## config.mk

```make
export PLATFORM = sky130hd
export DESIGN_NAME = dasw_top
export DESIGN_NICKNAME = d
export VERILOG_FILES = /design/src/dasw_pkg.sv /design/src/dasw_top.sv
export SDC_FILE = /design/constraint.sdc
export NUM_CORES = 1
export LEC_CHECK = 0
export BUFFER_PORTS_ARGS = -buffer_cell sky130_fd_sc_hd__buf_2
export CAP_MARGIN = 20
export CORE_MARGIN = 2
export CORE_UTILIZATION = 55
export DETAILED_ROUTE_END_ITERATION = 10
export GPL_TIMING_DRIVEN = 0
export HOLD_SLACK_MARGIN = 0.05
export MAX_ROUTING_LAYER = met4
export PLACE_DENSITY = 0.8
export RECOVER_POWER = 25
export SLEW_MARGIN = 15
export SYNTH_ARGS = -nofsm -noshare
export SYNTH_HDL_FRONTEND = slang
export SYNTH_SLANG_ARGS = --single-unit
```

## constraint.sdc

```tcl
create_clock -name hclk -period 2.6 [get_ports hclk]
set_clock_uncertainty 0.05 [all_clocks]
set_input_delay 0.13 -clock hclk [delete_from_list [all_inputs] [get_ports hclk]]
set_output_delay 0.13 -clock hclk [all_outputs]
set_load 0.02 [all_outputs]
```

## src/dasw_pkg.sv

```systemverilog
/*
 * dasw_pkg: shared constants and types of the dual input autoswitch
 * control block.
 * Assumes one 10 MHz clock and an AHB-Lite register bus.
 */
`default_nettype none
package dasw_pkg;
	// clock rate
	localparam int CLK_HZ = 10000000;
	// register byte offsets
	localparam logic [7:0] CTRL_OFS = 8'h00;
	localparam logic [7:0] CMD_OFS = 8'h04;
	localparam logic [7:0] STAT_OFS = 8'h08;
	// control register fields and reset value
	localparam int CTRL_TERM_POS = 0;
	localparam int CTRL_FEN_POS = 2;
	localparam int CTRL_FPOL_POS = 4;
	localparam int CTRL_W = 6;
	localparam logic [CTRL_W-1:0] CTRL_RST = 6'h00;
	// command register fields (write one to act)
	localparam int CMD_CLR_POS = 0;
	localparam int CMD_AUTO_POS = 1;
	// status register fields
	localparam int STAT_SEL_POS = 0;
	localparam int STAT_ARM_POS = 1;
	localparam int STAT_ALM_POS = 2;
	localparam int STAT_DET_POS = 3;
	localparam int STAT_FLT_POS = 5;
	localparam int STAT_ST_POS = 8;
	// button indices
	localparam int BTN_A = 0;
	localparam int BTN_B = 1;
	localparam int BTN_AUTO = 2;
	localparam int BTN_ALARM = 3;
	localparam int N_BTN = 4;
	// timing in milliseconds
	localparam int DEB_MS = 20;
	localparam int FLASH_MS = 500;
	localparam int FAULT_LAT_MS = 250;
	localparam int DEB_CYC = CLK_HZ / 1000 * DEB_MS;
	localparam int FLASH_CYC = CLK_HZ / 1000 * FLASH_MS;
	localparam int FAULT_LAT_CYC = CLK_HZ / 1000 * FAULT_LAT_MS;
	// number of distribution outputs
	localparam int N_OUT = 12;
	// indicator colours
	typedef enum logic [1:0] {
		COL_OFF,
		COL_GREEN,
		COL_RED,
		COL_AMBER
	} dasw_color_type;
	typedef struct packed {
		dasw_color_type color;
		logic flash;
	} dasw_led_type;
	typedef struct packed {
		dasw_led_type in_a;
		dasw_led_type in_b;
		dasw_led_type auto_led;
		dasw_led_type alarm;
	} dasw_panel_type;
	typedef enum logic [2:0] {
		ST_MANUAL,
		ST_ARMED,
		ST_TRIPPED,
		ST_ACKED,
		ST_RESTORED,
		ST_DISARMED
	} dasw_state_type;
	// AHB-Lite slave side signals
	typedef struct packed {
		logic hsel;
		logic [31:0] haddr;
		logic [1:0] htrans;
		logic hwrite;
		logic [2:0] hsize;
		logic hready;
		logic [31:0] hwdata;
	} dasw_ahb_in_type;
	typedef struct packed {
		logic [31:0] hrdata;
		logic hreadyout;
		logic hresp;
	} dasw_ahb_out_type;
endpackage
`default_nettype wire

```

## src/dasw_top.sv

```systemverilog
/*
 * dasw_top: control logic of a two input failover selector feeding
 * twelve outputs, with panel indicator drive and AHB-Lite registers.
 * Assumes detector and fault inputs synchronous to hclk; raw buttons are synchronised here.
 */
// Design decisions made here: the AHB-Lite interface to the registers and the address map.
// Operation
// - armed, primary fault of any kind reroutes outputs to a healthy secondary
// - after a switch, hold secondary and alarm until a clear arrives
// - auto press makes the currently selected input the primary
// - arming only when both inputs are validly detected
// - selected input drives all twelve outputs together
// - armed with everything healthy, nothing happens, alarm stays off
// - armed, primary good, secondary signal lost: disarm and raise alarm
// - armed, primary good, secondary external fault: disarm, alarm
// - armed, primary external fault with healthy secondary: switch, alarm
// - armed, primary signal lost with healthy secondary: switch, alarm
// - armed shows primary and auto indicators slowly flashing green
// - armed shows secondary indicator solid green
// - just after a switch, auto and failed input red, survivor selected
// - after ack, auto amber, selected flashing green, failed input red
// - failed input valid again: it shows amber, auto off, selection kept
// - restored input button selects it as primary, other solid green
// - later auto press with both valid re-arms, auto flashing green
// - per input termination select, low or high impedance, by command
// - per external fault input, command picks which level means fault
// - armed, external fault level raises alarm well within the latency bound
`timescale 1ns/1ns
`default_nettype none
module dasw_top
	import dasw_pkg::*;
#(
	parameter int DEB_COUNT = DEB_CYC,
	parameter int FLASH_COUNT = FLASH_CYC
)
(
	input wire logic hclk, // bus and system clock
	input wire logic hresetn, // async reset, active low
	input wire dasw_pkg::dasw_ahb_in_type ahb_in, // bus request
	output dasw_pkg::dasw_ahb_out_type ahb_out, // bus answer
	input wire logic [1:0] sig_det, // signal detected, bit0 A
	input wire logic [1:0] ext_flt, // external fault levels
	input wire logic [dasw_pkg::N_BTN-1:0] btn_raw, // raw buttons
	output logic [dasw_pkg::N_OUT-1:0] out_src_b, // 1: output fed by B
	output logic [1:0] term_hi, // 1: high impedance termination
	output logic alarm_out, // alarm relay drive
	output dasw_pkg::dasw_panel_type panel, // indicator states
	output logic flash_phase // slow flash lamp phase
);
	import dasw_pkg::*;
	// fault seen on input x, honouring enable and polarity
	function automatic logic flt_of(input logic [CTRL_W-1:0] c,
		input logic [1:0] lv, input int x);
		flt_of = c[CTRL_FEN_POS+x] & (lv[x] == c[CTRL_FPOL_POS+x]);
	endfunction
	localparam int DEB_W = $clog2(DEB_COUNT + 1);
	localparam int FL_W = $clog2(FLASH_COUNT + 1);
	logic [CTRL_W-1:0] ctrl_r;
	logic wr_pend_r;
	logic [7:0] wr_addr_r;
	logic [31:0] hrdata_r;
	logic cmd_clr, cmd_auto, clr_evt, auto_evt;
	logic [N_BTN-1:0] btn_evt;
	dasw_state_type state_r;
	logic sel_r, failed_r, alarm_r;
	logic [1:0] flt, good;
	logic [FL_W-1:0] fl_cnt_r;
	logic fl_r, do_trip, do_disarm;
	logic [1:0] sel_btn;
	// fault decode is combinational, far below the latency bound
	assign flt[0] = flt_of(ctrl_r, ext_flt, 0);
	assign flt[1] = flt_of(ctrl_r, ext_flt, 1);
	assign good = sig_det & ~flt;
	// zero wait state slave, always OKAY
	assign ahb_out.hreadyout = 1'b1;
	assign ahb_out.hresp = 1'b0;
	assign ahb_out.hrdata = hrdata_r;
	// address phase capture of writes; hready is low only while
	// another slave stalls, and then no write of ours is pending
	always_ff @(posedge hclk or negedge hresetn)
	begin
		if (!hresetn)
		begin
			wr_pend_r <= 1'b0;
			wr_addr_r <= 8'h00;
		end
		else if (ahb_in.hready)
		begin
			wr_pend_r <= ahb_in.hsel & ahb_in.htrans[1] & ahb_in.hwrite;
			wr_addr_r <= ahb_in.haddr[7:0];
		end
	end
	// control register, written in the data phase
	always_ff @(posedge hclk or negedge hresetn)
	begin
		if (!hresetn)
			ctrl_r <= CTRL_RST;
		else if (wr_pend_r && wr_addr_r == CTRL_OFS)
			ctrl_r <= ahb_in.hwdata[CTRL_W-1:0];
	end
	// command strobes last the data phase cycle only
	assign cmd_clr = wr_pend_r && wr_addr_r == CMD_OFS &&
		ahb_in.hwdata[CMD_CLR_POS];
	assign cmd_auto = wr_pend_r && wr_addr_r == CMD_OFS &&
		ahb_in.hwdata[CMD_AUTO_POS];
	// read data is fetched at the address phase edge
	always_ff @(posedge hclk or negedge hresetn)
	begin
		if (!hresetn)
			hrdata_r <= 32'h00000000;
		else if (ahb_in.hready && ahb_in.hsel && ahb_in.htrans[1] &&
			!ahb_in.hwrite)
		begin
			case (ahb_in.haddr[7:0])
				CTRL_OFS:
					hrdata_r <= {26'h0000000, ctrl_r};
				STAT_OFS:
				begin
					hrdata_r <= 32'h00000000;
					hrdata_r[STAT_SEL_POS] <= sel_r;
					hrdata_r[STAT_ARM_POS] <= state_r == ST_ARMED;
					hrdata_r[STAT_ALM_POS] <= alarm_r;
					hrdata_r[STAT_DET_POS+:2] <= sig_det;
					hrdata_r[STAT_FLT_POS+:2] <= flt;
					hrdata_r[STAT_ST_POS+:3] <= state_r;
				end
				default:
					hrdata_r <= 32'h00000000;
			endcase
		end
	end
	// button conditioning, one lane per button
	genvar gi;
	generate
		for (gi = 0; gi < N_BTN; gi++)
		begin : g_btn
			logic s1_r, s2_r, stab_r, prev_r;
			logic [DEB_W-1:0] cnt_r;
			// two flop synchroniser; first flop feeds only the second
			always_ff @(posedge hclk or negedge hresetn)
			begin
				if (!hresetn)
				begin
					s1_r <= 1'b0;
					s2_r <= 1'b0;
				end
				else
				begin
					s1_r <= btn_raw[gi];
					s2_r <= s1_r;
				end
			end
			// level must hold a full debounce time to be accepted
			always_ff @(posedge hclk or negedge hresetn)
			begin
				if (!hresetn)
				begin
					cnt_r <= '0;
					stab_r <= 1'b0;
				end
				else if (s2_r == stab_r)
					cnt_r <= '0;
				else if (cnt_r == DEB_W'(DEB_COUNT - 1))
				begin
					cnt_r <= '0;
					stab_r <= s2_r;
				end
				else
					cnt_r <= cnt_r + 1'b1;
			end
			always_ff @(posedge hclk or negedge hresetn)
			begin
				if (!hresetn)
					prev_r <= 1'b0;
				else
					prev_r <= stab_r;
			end
			assign btn_evt[gi] = stab_r & ~prev_r;
		end
	endgenerate
	assign clr_evt = btn_evt[BTN_ALARM] | cmd_clr;
	assign auto_evt = btn_evt[BTN_AUTO] | cmd_auto;
	assign sel_btn = {btn_evt[BTN_B], btn_evt[BTN_A]};
	// armed evaluation of primary (selected) and secondary health
	always_comb
	begin
		do_trip = 1'b0;
		do_disarm = 1'b0;
		if (state_r == ST_ARMED)
		begin
			if (!good[sel_r])
			begin
				if (good[~sel_r])
					do_trip = 1'b1;
				else
					do_disarm = 1'b1;
			end
			else if (!good[~sel_r])
				do_disarm = 1'b1;
			// both healthy: stay armed, no action
		end
	end
	// selection state machine
	always_ff @(posedge hclk or negedge hresetn)
	begin
		if (!hresetn)
		begin
			state_r <= ST_MANUAL;
			sel_r <= 1'b0;
			failed_r <= 1'b0;
		end
		else
		begin
			case (state_r)
				ST_MANUAL:
				begin
					// selected input stays the primary when arming
					if (auto_evt && good == 2'b11)
						state_r <= ST_ARMED;
					else if (sel_btn[0])
						sel_r <= 1'b0;
					else if (sel_btn[1])
						sel_r <= 1'b1;
				end
				ST_ARMED:
				begin
					if (do_trip)
					begin
						sel_r <= ~sel_r;
						failed_r <= sel_r;
						state_r <= ST_TRIPPED;
					end
					else if (do_disarm)
						state_r <= ST_DISARMED;
				end
				ST_TRIPPED:
				begin
					// latched on secondary until a clear arrives
					if (clr_evt)
						state_r <= ST_ACKED;
				end
				ST_ACKED:
					if (good[failed_r])
						state_r <= ST_RESTORED;
				ST_RESTORED:
				begin
					if (!good[failed_r])
						state_r <= ST_ACKED;
					else if (sel_btn[failed_r])
					begin
						sel_r <= failed_r;
						state_r <= ST_MANUAL;
					end
				end
				ST_DISARMED:
					if (clr_evt)
						state_r <= ST_MANUAL;
				default:
					state_r <= ST_MANUAL;
			endcase
		end
	end
	// alarm latch; a new cause beats a clear in the same cycle
	always_ff @(posedge hclk or negedge hresetn)
	begin
		if (!hresetn)
			alarm_r <= 1'b0;
		else if (do_trip || do_disarm)
			alarm_r <= 1'b1;
		else if (clr_evt)
			alarm_r <= 1'b0;
	end
	// slow flash timebase
	always_ff @(posedge hclk or negedge hresetn)
	begin
		if (!hresetn)
		begin
			fl_cnt_r <= '0;
			fl_r <= 1'b0;
		end
		else if (fl_cnt_r == FL_W'(FLASH_COUNT - 1))
		begin
			fl_cnt_r <= '0;
			fl_r <= ~fl_r;
		end
		else
			fl_cnt_r <= fl_cnt_r + 1'b1;
	end
	// outputs follow the selection together, one register set
	always_ff @(posedge hclk or negedge hresetn)
	begin
		if (!hresetn)
		begin
			out_src_b <= '0;
			term_hi <= 2'b00;
			alarm_out <= 1'b0;
			flash_phase <= 1'b0;
		end
		else
		begin
			out_src_b <= {N_OUT{sel_r}};
			term_hi <= ctrl_r[CTRL_TERM_POS+:2];
			alarm_out <= alarm_r;
			flash_phase <= fl_r;
		end
	end

	// manual view of one input indicator
	function automatic dasw_led_type in_led(input logic g,
		input logic is_sel);
		if (!g)
			in_led = '{COL_RED, 1'b0};
		else
			in_led = '{COL_GREEN, is_sel};
	endfunction
	// indicator decode, registered
	always_ff @(posedge hclk or negedge hresetn)
	begin
		if (!hresetn)
			panel <= '0;
		else
		begin
			panel.in_a <= in_led(good[0], !sel_r);
			panel.in_b <= in_led(good[1], sel_r);
			panel.auto_led <= '{COL_OFF, 1'b0};
			panel.alarm <= alarm_r ? dasw_led_type'{COL_RED, 1'b1} :
				dasw_led_type'{COL_GREEN, 1'b0};
			case (state_r)
				ST_ARMED:
				begin
					// primary flashing, secondary solid
					panel.auto_led <= '{COL_GREEN, 1'b1};
					panel.in_a <= '{COL_GREEN, !sel_r};
					panel.in_b <= '{COL_GREEN, sel_r};
				end
				ST_TRIPPED, ST_ACKED:
				begin
					panel.auto_led <= (state_r == ST_TRIPPED) ?
						dasw_led_type'{COL_RED, 1'b0} :
						dasw_led_type'{COL_AMBER, 1'b0};
					if (failed_r)
					begin
						panel.in_b <= '{COL_RED, 1'b0};
						panel.in_a <= '{COL_GREEN, 1'b1};
					end
					else
					begin
						panel.in_a <= '{COL_RED, 1'b0};
						panel.in_b <= '{COL_GREEN, 1'b1};
					end
				end
				ST_RESTORED:
				begin
					// auto stays off until the restored input is accepted
					if (failed_r)
						panel.in_b <= '{COL_AMBER, 1'b0};
					else
						panel.in_a <= '{COL_AMBER, 1'b0};
				end
				ST_DISARMED:
					panel.auto_led <= '{COL_RED, 1'b0};
				default:
					panel.auto_led <= '{COL_OFF, 1'b0};
			endcase
		end
	end
endmodule
`default_nettype wire

```

==> metrics.yaml, run 1 <==
outcome:
  status: "finished clean"
clock_network:
  clk_root_buffer_cell: "sky130_fd_sc_hd__clkbuf_16"
  cts_made_buffers: 17
  cts.hold.buffers_added: 21
  clk_latency_ps: 430
  cts_repair_resize_count: 0
  clk_pin_slew_worst_paths_ps: 60
  cts-root-to-sink-buffers: 2
  cts.sink_count: 158
  cts_tree: "yes"
  cts.htree.levels: 4
  postCtsSetupBuffers: 0
grt:
  grt_util_all_layers: 0.232
  grt_total_ovfl: 0
  first_global_vias: 5591
  wire_length_of_the_first_global_routing_pass_um: 26000
  grt_max_degree: 106
  grt_antenna_before_repair: 0
die:
  ios: 144
  die_height_um: 120
  floorplan.die.width_um: 120
  fp.coreArea_um2: 13200
  placement_rows: 42
  start_util: 0.561
  die_area_um2: 14400
placed_design:
  post-dp-hpwl_um: 9830
  placement.cell_area_um2: 8060
  post_place_worst_slack_ps: 419
  port-buffer-count: 64
  place_congestion: 0.851
layout:
  finalInstanceArea_um2: 8830
  layout-drive-gt1-share: 0.201
  area_growth_syn_to_layout_pct: 19.3
  mostFrequentLayoutCells: "sky130_fd_sc_hd__dfrtp_1 (158), sky130_fd_sc_hd__nor2_1 (110), sky130_fd_sc_hd__buf_2 (60), sky130_fd_sc_hd__xor2_1 (47), sky130_fd_sc_hd__buf_4 (44)"
  layout.cells.most_common: "sky130_fd_sc_hd__dfrtp_1"
  fin_nets: 919
  antenna_cells: 0
logic_synthesis:
  count_of_flip_flops_with_a_built_in_enable_after_synthesis: 0
  synth_seq_area_share: 0.534
  synthesis.area_per_instance_um2: 10.5
  postSynthCellCount: 705
  synth_warnings: 0
  synthDistinctLibCells: 57
  synth_top_area_frac: 0.534
  cell_taking_the_most_area_after_synthesis: "sky130_fd_sc_hd__dfrtp_1"
  synthTopCellsByArea: "sky130_fd_sc_hd__dfrtp_1 (53%), sky130_fd_sc_hd__nor2_1 (5.6%), sky130_fd_sc_hd__xor2_1 (5.6%), sky130_fd_sc_hd__xnor2_1 (5.0%), sky130_fd_sc_hd__buf_4 (4.5%)"
  asyncSetResetFlopFracSynth: 1.00
  synthesis.area_um2: 7400
  synth_seq_cells: 158
  synth_flop_cell: "sky130_fd_sc_hd__dfrtp_1"
timing:
  period_needed_ps: 2220
  final.hold.worst_slack_ps: 80.6
  unrepaired_setup_endpoints_after_global_routing: "false"
  fin_ws_ps: 381
  worst-slew-pin-transition_ps: 1350
  finalCritPeriodShare: 0.853
  finalHoldViolCount: 0
  clock.fmax_ghz: 0.451
  maxSlewViolCount: 0
  setup_viol: 0
  totalNegativeSetupSlack_ps: 0
  relSlewSlack: 0.103
detailed_routing:
  drt_iter0_drc: 543
  detailroute.via_count: 5436
  detail_route.wirelength_um: 15100
  route.detailed.drc: 0
  ant_nets: 0
  avg_wl_per_cell_um: 14.8
  vias_per_cell: 5.32
  drt_first_pass_iters: 7
worst_setup_path:
  worstSetupPathType: "register to register"
  worstSetupEndpointType: "register"
  cp.required_ps: 2860
  critical_path_start_type: "register"
  r2r_setup_slack_ps: 380
  worst-path-max-fanout: 3
  critical_path_arrival_ps: 2480
flow_run:
  max_cap_violations: 0
hold_path:
  hold_path.class: "input pin to register"
pwr:
  power_per_cell_area_nw_per_um2: 733
  fin_total_pwr_mw: 6.47
  cellLeakagePower_nw: 4.13
  power.ir.vdd_worst_v: 0.000434
[registers in the layout (all words and copies together), names as in the netlist]
register      count
alarm_out         1
alarm_r           1
ctrl_r            6
failed_r          1
fl_cnt_r         23
fl_r              1
flash_phase       1
g_btn.cnt_r      72
g_btn.prev_r      4
g_btn.s1_r        4
g_btn.s2_r        4
g_btn.stab_r      4
hrdata_r         10
out_src_b         1
panel            10
sel_r             1
state_r           3
term_hi           2
wr_addr_r         8
wr_pend_r         1
[kinds of logic (layout without fill, tap and decap cells)]
kind of cell	Yosys count	after routing	share of synthesized area
and+or+nand+nor	294	294	0.194
adders and majority gates	5	5	0.00845
xor gates and xnor gates	90	90	0.108
DFF	158	158	0.534
buffers and inverters	70	188	0.0585
AOI/OAI and AO/OA	57	57	0.0521
other	2	24	0.00101
muxes	29	29	0.0443
[metal layers]
| layer | track usage | part of all wire | wire (µm) |
|---|---|---|---|
| met1 | 0.274 | 0.42 | 6300 |
| met2 | 0.395 | 0.51 | 7790 |
| met3 | 0.0318 | 0.041 | 627 |
| met4 | 0.110 | 0.028 | 431 |
| met5 | - | 0 | 0 |
[cells in the mapped netlist, drive strengths merged, types with 2 or more instances]
cell type / n
dfrtp: 158
nor2: 110
buf: 49
xor2: 47
nand2: 43
xnor2: 43
nand3: 41
nor3: 24
o21ai: 23
mux2: 20
and3: 19
nand4: 19
inv: 15
a21oi: 11
mux2i: 9
clkbuf: 6
nand2b: 6
or2: 6
ha: 5
nor2b: 5
nor4: 4
o211ai: 4
or4b: 4
a22o: 3
and2: 3
nor4b: 3
a211oi: 2
a41oi: 2
and4: 2
conb: 2
nand4b: 2
o22ai: 2
[area by class of cell]
class	instances	area, µm²
buffer	55	377
clock buffer	17	425
clock inverter	15	150
fill	988	4360
inverter	15	56.3
multi-input combinational	499	3100
sequential	158	3950
tap	176	220
timing repair buffer	86	549
[power by group]
group / internal (mW) / total, mW / leakage (nW) / switching (mW)
registers: 2.61 / 2.71 / 2.10 / 0.0997
logic: 0.537 / 1.34 / 1.75 / 0.808
clock network: 1.35 / 2.42 / 0.282 / 1.07
[path summary, 6_finish.rpt]
path	end	start	cells after the start
setup / recovery	sel_r	wr_addr_r[1]	6
hold / removal	hrdata_r[3]	sig_det[0]	3
setup reg to reg	sel_r	wr_addr_r[1]	6
hold reg to reg	g_btn[2].s2_r	g_btn[2].s1_r	0
max in group asynchronous	g_btn[0].cnt_r[7]	hresetn	3
min in group asynchronous	wr_addr_r[4]	hresetn	2
[through the flow]
stage	utilization	std cells
after CTS	0.671	1021
after detailed placement	0.611	968
final	0.669	1021
after global placement	0.608	967
after floorplan	-	727
after global routing	0.669	1021
[worst max-delay path, cell delays in order, from the launching register on]
cell,delay (ps)
sky130_fd_sc_hd__dfrtp_1,400
sky130_fd_sc_hd__nor4_1,550
sky130_fd_sc_hd__a41oi_1,240
sky130_fd_sc_hd__nor3_2,240
sky130_fd_sc_hd__a21oi_1,70
sky130_fd_sc_hd__o2111ai_1,220
sky130_fd_sc_hd__mux2_1,340
(Power assumes the default switching activity.)
==> run 2: changes to the inputs <==
--- a/config.mk
+++ b/config.mk
@@ -5,15 +5,14 @@
 export SDC_FILE = /design/constraint.sdc
 export NUM_CORES = 1
 export LEC_CHECK = 0
-export BUFFER_PORTS_ARGS = -buffer_cell sky130_fd_sc_hd__buf_2
 export CAP_MARGIN = 20
 export CORE_MARGIN = 2
-export CORE_UTILIZATION = 55
+export CORE_UTILIZATION = 30
 export DETAILED_ROUTE_END_ITERATION = 10
+export DONT_BUFFER_PORTS = 1
 export GPL_TIMING_DRIVEN = 0
 export HOLD_SLACK_MARGIN = 0.05
 export MAX_ROUTING_LAYER = met4
-export PLACE_DENSITY = 0.8
 export RECOVER_POWER = 25
 export SLEW_MARGIN = 15
 export SYNTH_ARGS = -nofsm -noshare
==> run 2 against run 1 <==
Against the previous run: the run now ends with hold timing left; die area is 80% higher; non-clock buffer count fell by 64; cell count is 8.2% higher; critical endpoint unchanged; largest power group unchanged.
==> metrics.yaml, run 2 (synthesized netlist as in run 1, its figures left out) <==
timing:
  final.hold.worst_slack_ps: -650  # was 80.6 ps
  period_needed_ps: 2160  # was 2220 ps
  finalCritPeriodShare: 0.831  # was 0.853
  maxSlewViolCount: 0  # unchanged
  totalNegativeSetupSlack_ps: 0  # unchanged
  relSlewSlack: 0.608  # was 0.103
  unrepaired_setup_endpoints_after_global_routing: "false"  # unchanged
  fin_ws_ps: 440  # was 381 ps
  finalHoldViolCount: 158  # was 0
  worst-slew-pin-transition_ps: 586  # was 1350 ps
  clock.fmax_ghz: 0.463  # was 0.451 GHz
  setup_viol: 0  # unchanged
grt:
  grt_antenna_before_repair: 0  # unchanged
  globalRoute.busiestLayer: "met2"  # unchanged
  grtUsageMet2: 0.169  # was 0.395
  grt_max_degree: 159  # was 106
  gr_util_met3: 0.0244  # was 0.0318
  grt_total_ovfl: 0  # unchanged
  grt.met1_usage: 0.146  # was 0.274
  wire_length_of_the_first_global_routing_pass_um: 23100  # was 26000 µm
  grt_util_all_layers: 0.111  # was 0.232
  first_global_vias: 4839  # was 5591
detailed_routing:
  route.detailed.drc: 0  # unchanged
  avg_wl_per_cell_um: 12.1  # was 14.8 µm
  detail_route.wirelength_um: 13400  # was 15100 µm
  vias_per_cell: 4.46  # was 5.32
  ant_nets: 0  # unchanged
  drt_iter0_drc: 239  # was 543
  drt_first_pass_iters: 4  # was 7
  detailroute.via_count: 4923  # was 5436
die:
  die_height_um: 161  # was 120 µm
  start_util: 0.305  # was 0.561
  floorplan.die.width_um: 161  # was 120 µm
  fp.coreArea_um2: 24200  # was 13200 µm²
  die_area_um2: 25900  # was 14400 µm²
  ios: 144  # unchanged
  placement_rows: 57  # was 42
worst_setup_path:
  cp.required_ps: 2840  # was 2860 ps
  worstSetupEndpointType: "register"  # unchanged
  worstSetupPathType: "register to register"  # unchanged
  worst-path-max-fanout: 3  # unchanged
  critical_path_arrival_ps: 2400  # was 2480 ps
  critical_path_start_type: "register"  # unchanged
clock_network:
  clk_latency_ps: 420  # was 430 ps
  cts-root-to-sink-buffers: 2  # unchanged
  cts_made_buffers: 17  # unchanged
  cts_repair_resize_count: 0  # unchanged
  postCtsSetupBuffers: 0  # unchanged
  cts.sink_count: 158  # unchanged
  clk_root_buffer_cell: "sky130_fd_sc_hd__clkbuf_16"  # unchanged
  cts_tree: "yes"  # unchanged
  cts.htree.levels: 4  # unchanged
  cts.hold.buffers_added: 22  # was 21
  clk_pin_slew_worst_paths_ps: 60  # about the same
layout:
  area.sequential_um2: 3950  # unchanged
  biggestRegsByFlops: "g_btn.cnt_r: 72 flops, fl_cnt_r: 23 flops"  # unchanged
  layout.cells.most_common: "sky130_fd_sc_hd__dfrtp_1"  # unchanged
  fin_nets: 855  # was 919
  finalInstanceArea_um2: 8730  # was 8830 µm²
  antenna_cells: 0  # unchanged
  fillers: 2409  # was 988
  mostFrequentLayoutCells: "sky130_fd_sc_hd__dfrtp_1 (158), sky130_fd_sc_hd__nor2_1 (110), sky130_fd_sc_hd__xor2_1 (47), sky130_fd_sc_hd__buf_4 (44), sky130_fd_sc_hd__nand2_1 (43)"  # was sky130_fd_sc_hd__dfrtp_1 (158), sky130_fd_sc_hd__nor2_1 (110), sky130_fd_sc_hd__buf_2 (60), sky130_fd_sc_hd__xor2_1 (47), sky130_fd_sc_hd__buf_4 (44)
  multi_input_area_um2: 3100  # unchanged
  regMostFlops: "g_btn.cnt_r"  # unchanged
  max_reg_flops: 72  # unchanged
  finalNonFillerCells: 1105  # was 1021
  fin_util: 0.360  # was 0.669
  layout-drive-gt1-share: 0.143  # was 0.201
  area_growth_syn_to_layout_pct: 18.0  # was 19.3%
pwr:
  power_per_cell_area_nw_per_um2: 740  # was 733 nW/µm²
  power.ir.vdd_worst_v: 0.000387  # was 0.000434 V
  fin_total_pwr_mw: 6.46  # was 6.47 mW
  cellLeakagePower_nw: 3.91  # was 4.13 nW
placed_design:
  count_of_placed_standard_cells_including_taps: 1051  # was 968
  post-dp-hpwl_um: 8980  # was 9830 µm
  post_place_worst_slack_ps: 464  # was 419 ps
  placement.cell_area_um2: 7890  # was 8060 µm²
  place_congestion: 0.762  # was 0.851
  port-buffer-count: 0  # was 64
flow_run:
  max_cap_violations: 0  # unchanged
outcome:
  failed_checks: "hold timing"
  status: "complete, but fails checks"  # was finished clean
hold_path:
  hold_path.class: "input pin to async pin"  # was input pin to register
[run 2: final cells by class]
type                       count  share of cell area
buffer                        55              0.0431
multi-input combinational    499               0.355
tap                          324              0.0464
clock buffer                  20              0.0534
inverter                      15             0.00645
timing repair buffer          22              0.0252
sequential                   158               0.453
clock inverter                12              0.0179
[run 2: final timing paths]
kind | start | to | slack [ps] | cells past startpoint
max in group asynchronous | hresetn | panel[8] | 2960 | 0
worst max register to register | wr_addr_r[1] | sel_r | 440 | 6
worst min-delay path | hresetn | g_btn[3].cnt_r[8] | -650 | 0
worst max-delay path | wr_addr_r[1] | sel_r | 440 | 6
worst min register to register | g_btn[2].s1_r | g_btn[2].s2_r | 300 | 0
min in group hclk | ahb_in[45] | hrdata_r[2] | 100 | 3
[run 2: critical path, stage by stage (launching register included)]
cell,delay (ps)
sky130_fd_sc_hd__dfrtp_1,370
sky130_fd_sc_hd__nor4_1,420
sky130_fd_sc_hd__a41oi_1,260
sky130_fd_sc_hd__nor3_2,270
sky130_fd_sc_hd__a21oi_1,70
sky130_fd_sc_hd__o2111ai_1,240
sky130_fd_sc_hd__mux2_1,350
[run 2: report_power, final]
group	switching (mW)	internal [mW]
clock network	0.997	1.59
logic	0.624	0.438
registers	0.193	2.61
total	1.81	4.65
[run 2: routing by layer]
layer	share of wire	up-vias
met5	0	-
met4	0.013	0
met3	0.033	12
met2	0.45	88
met1	0.50	2367
li1	-	2456
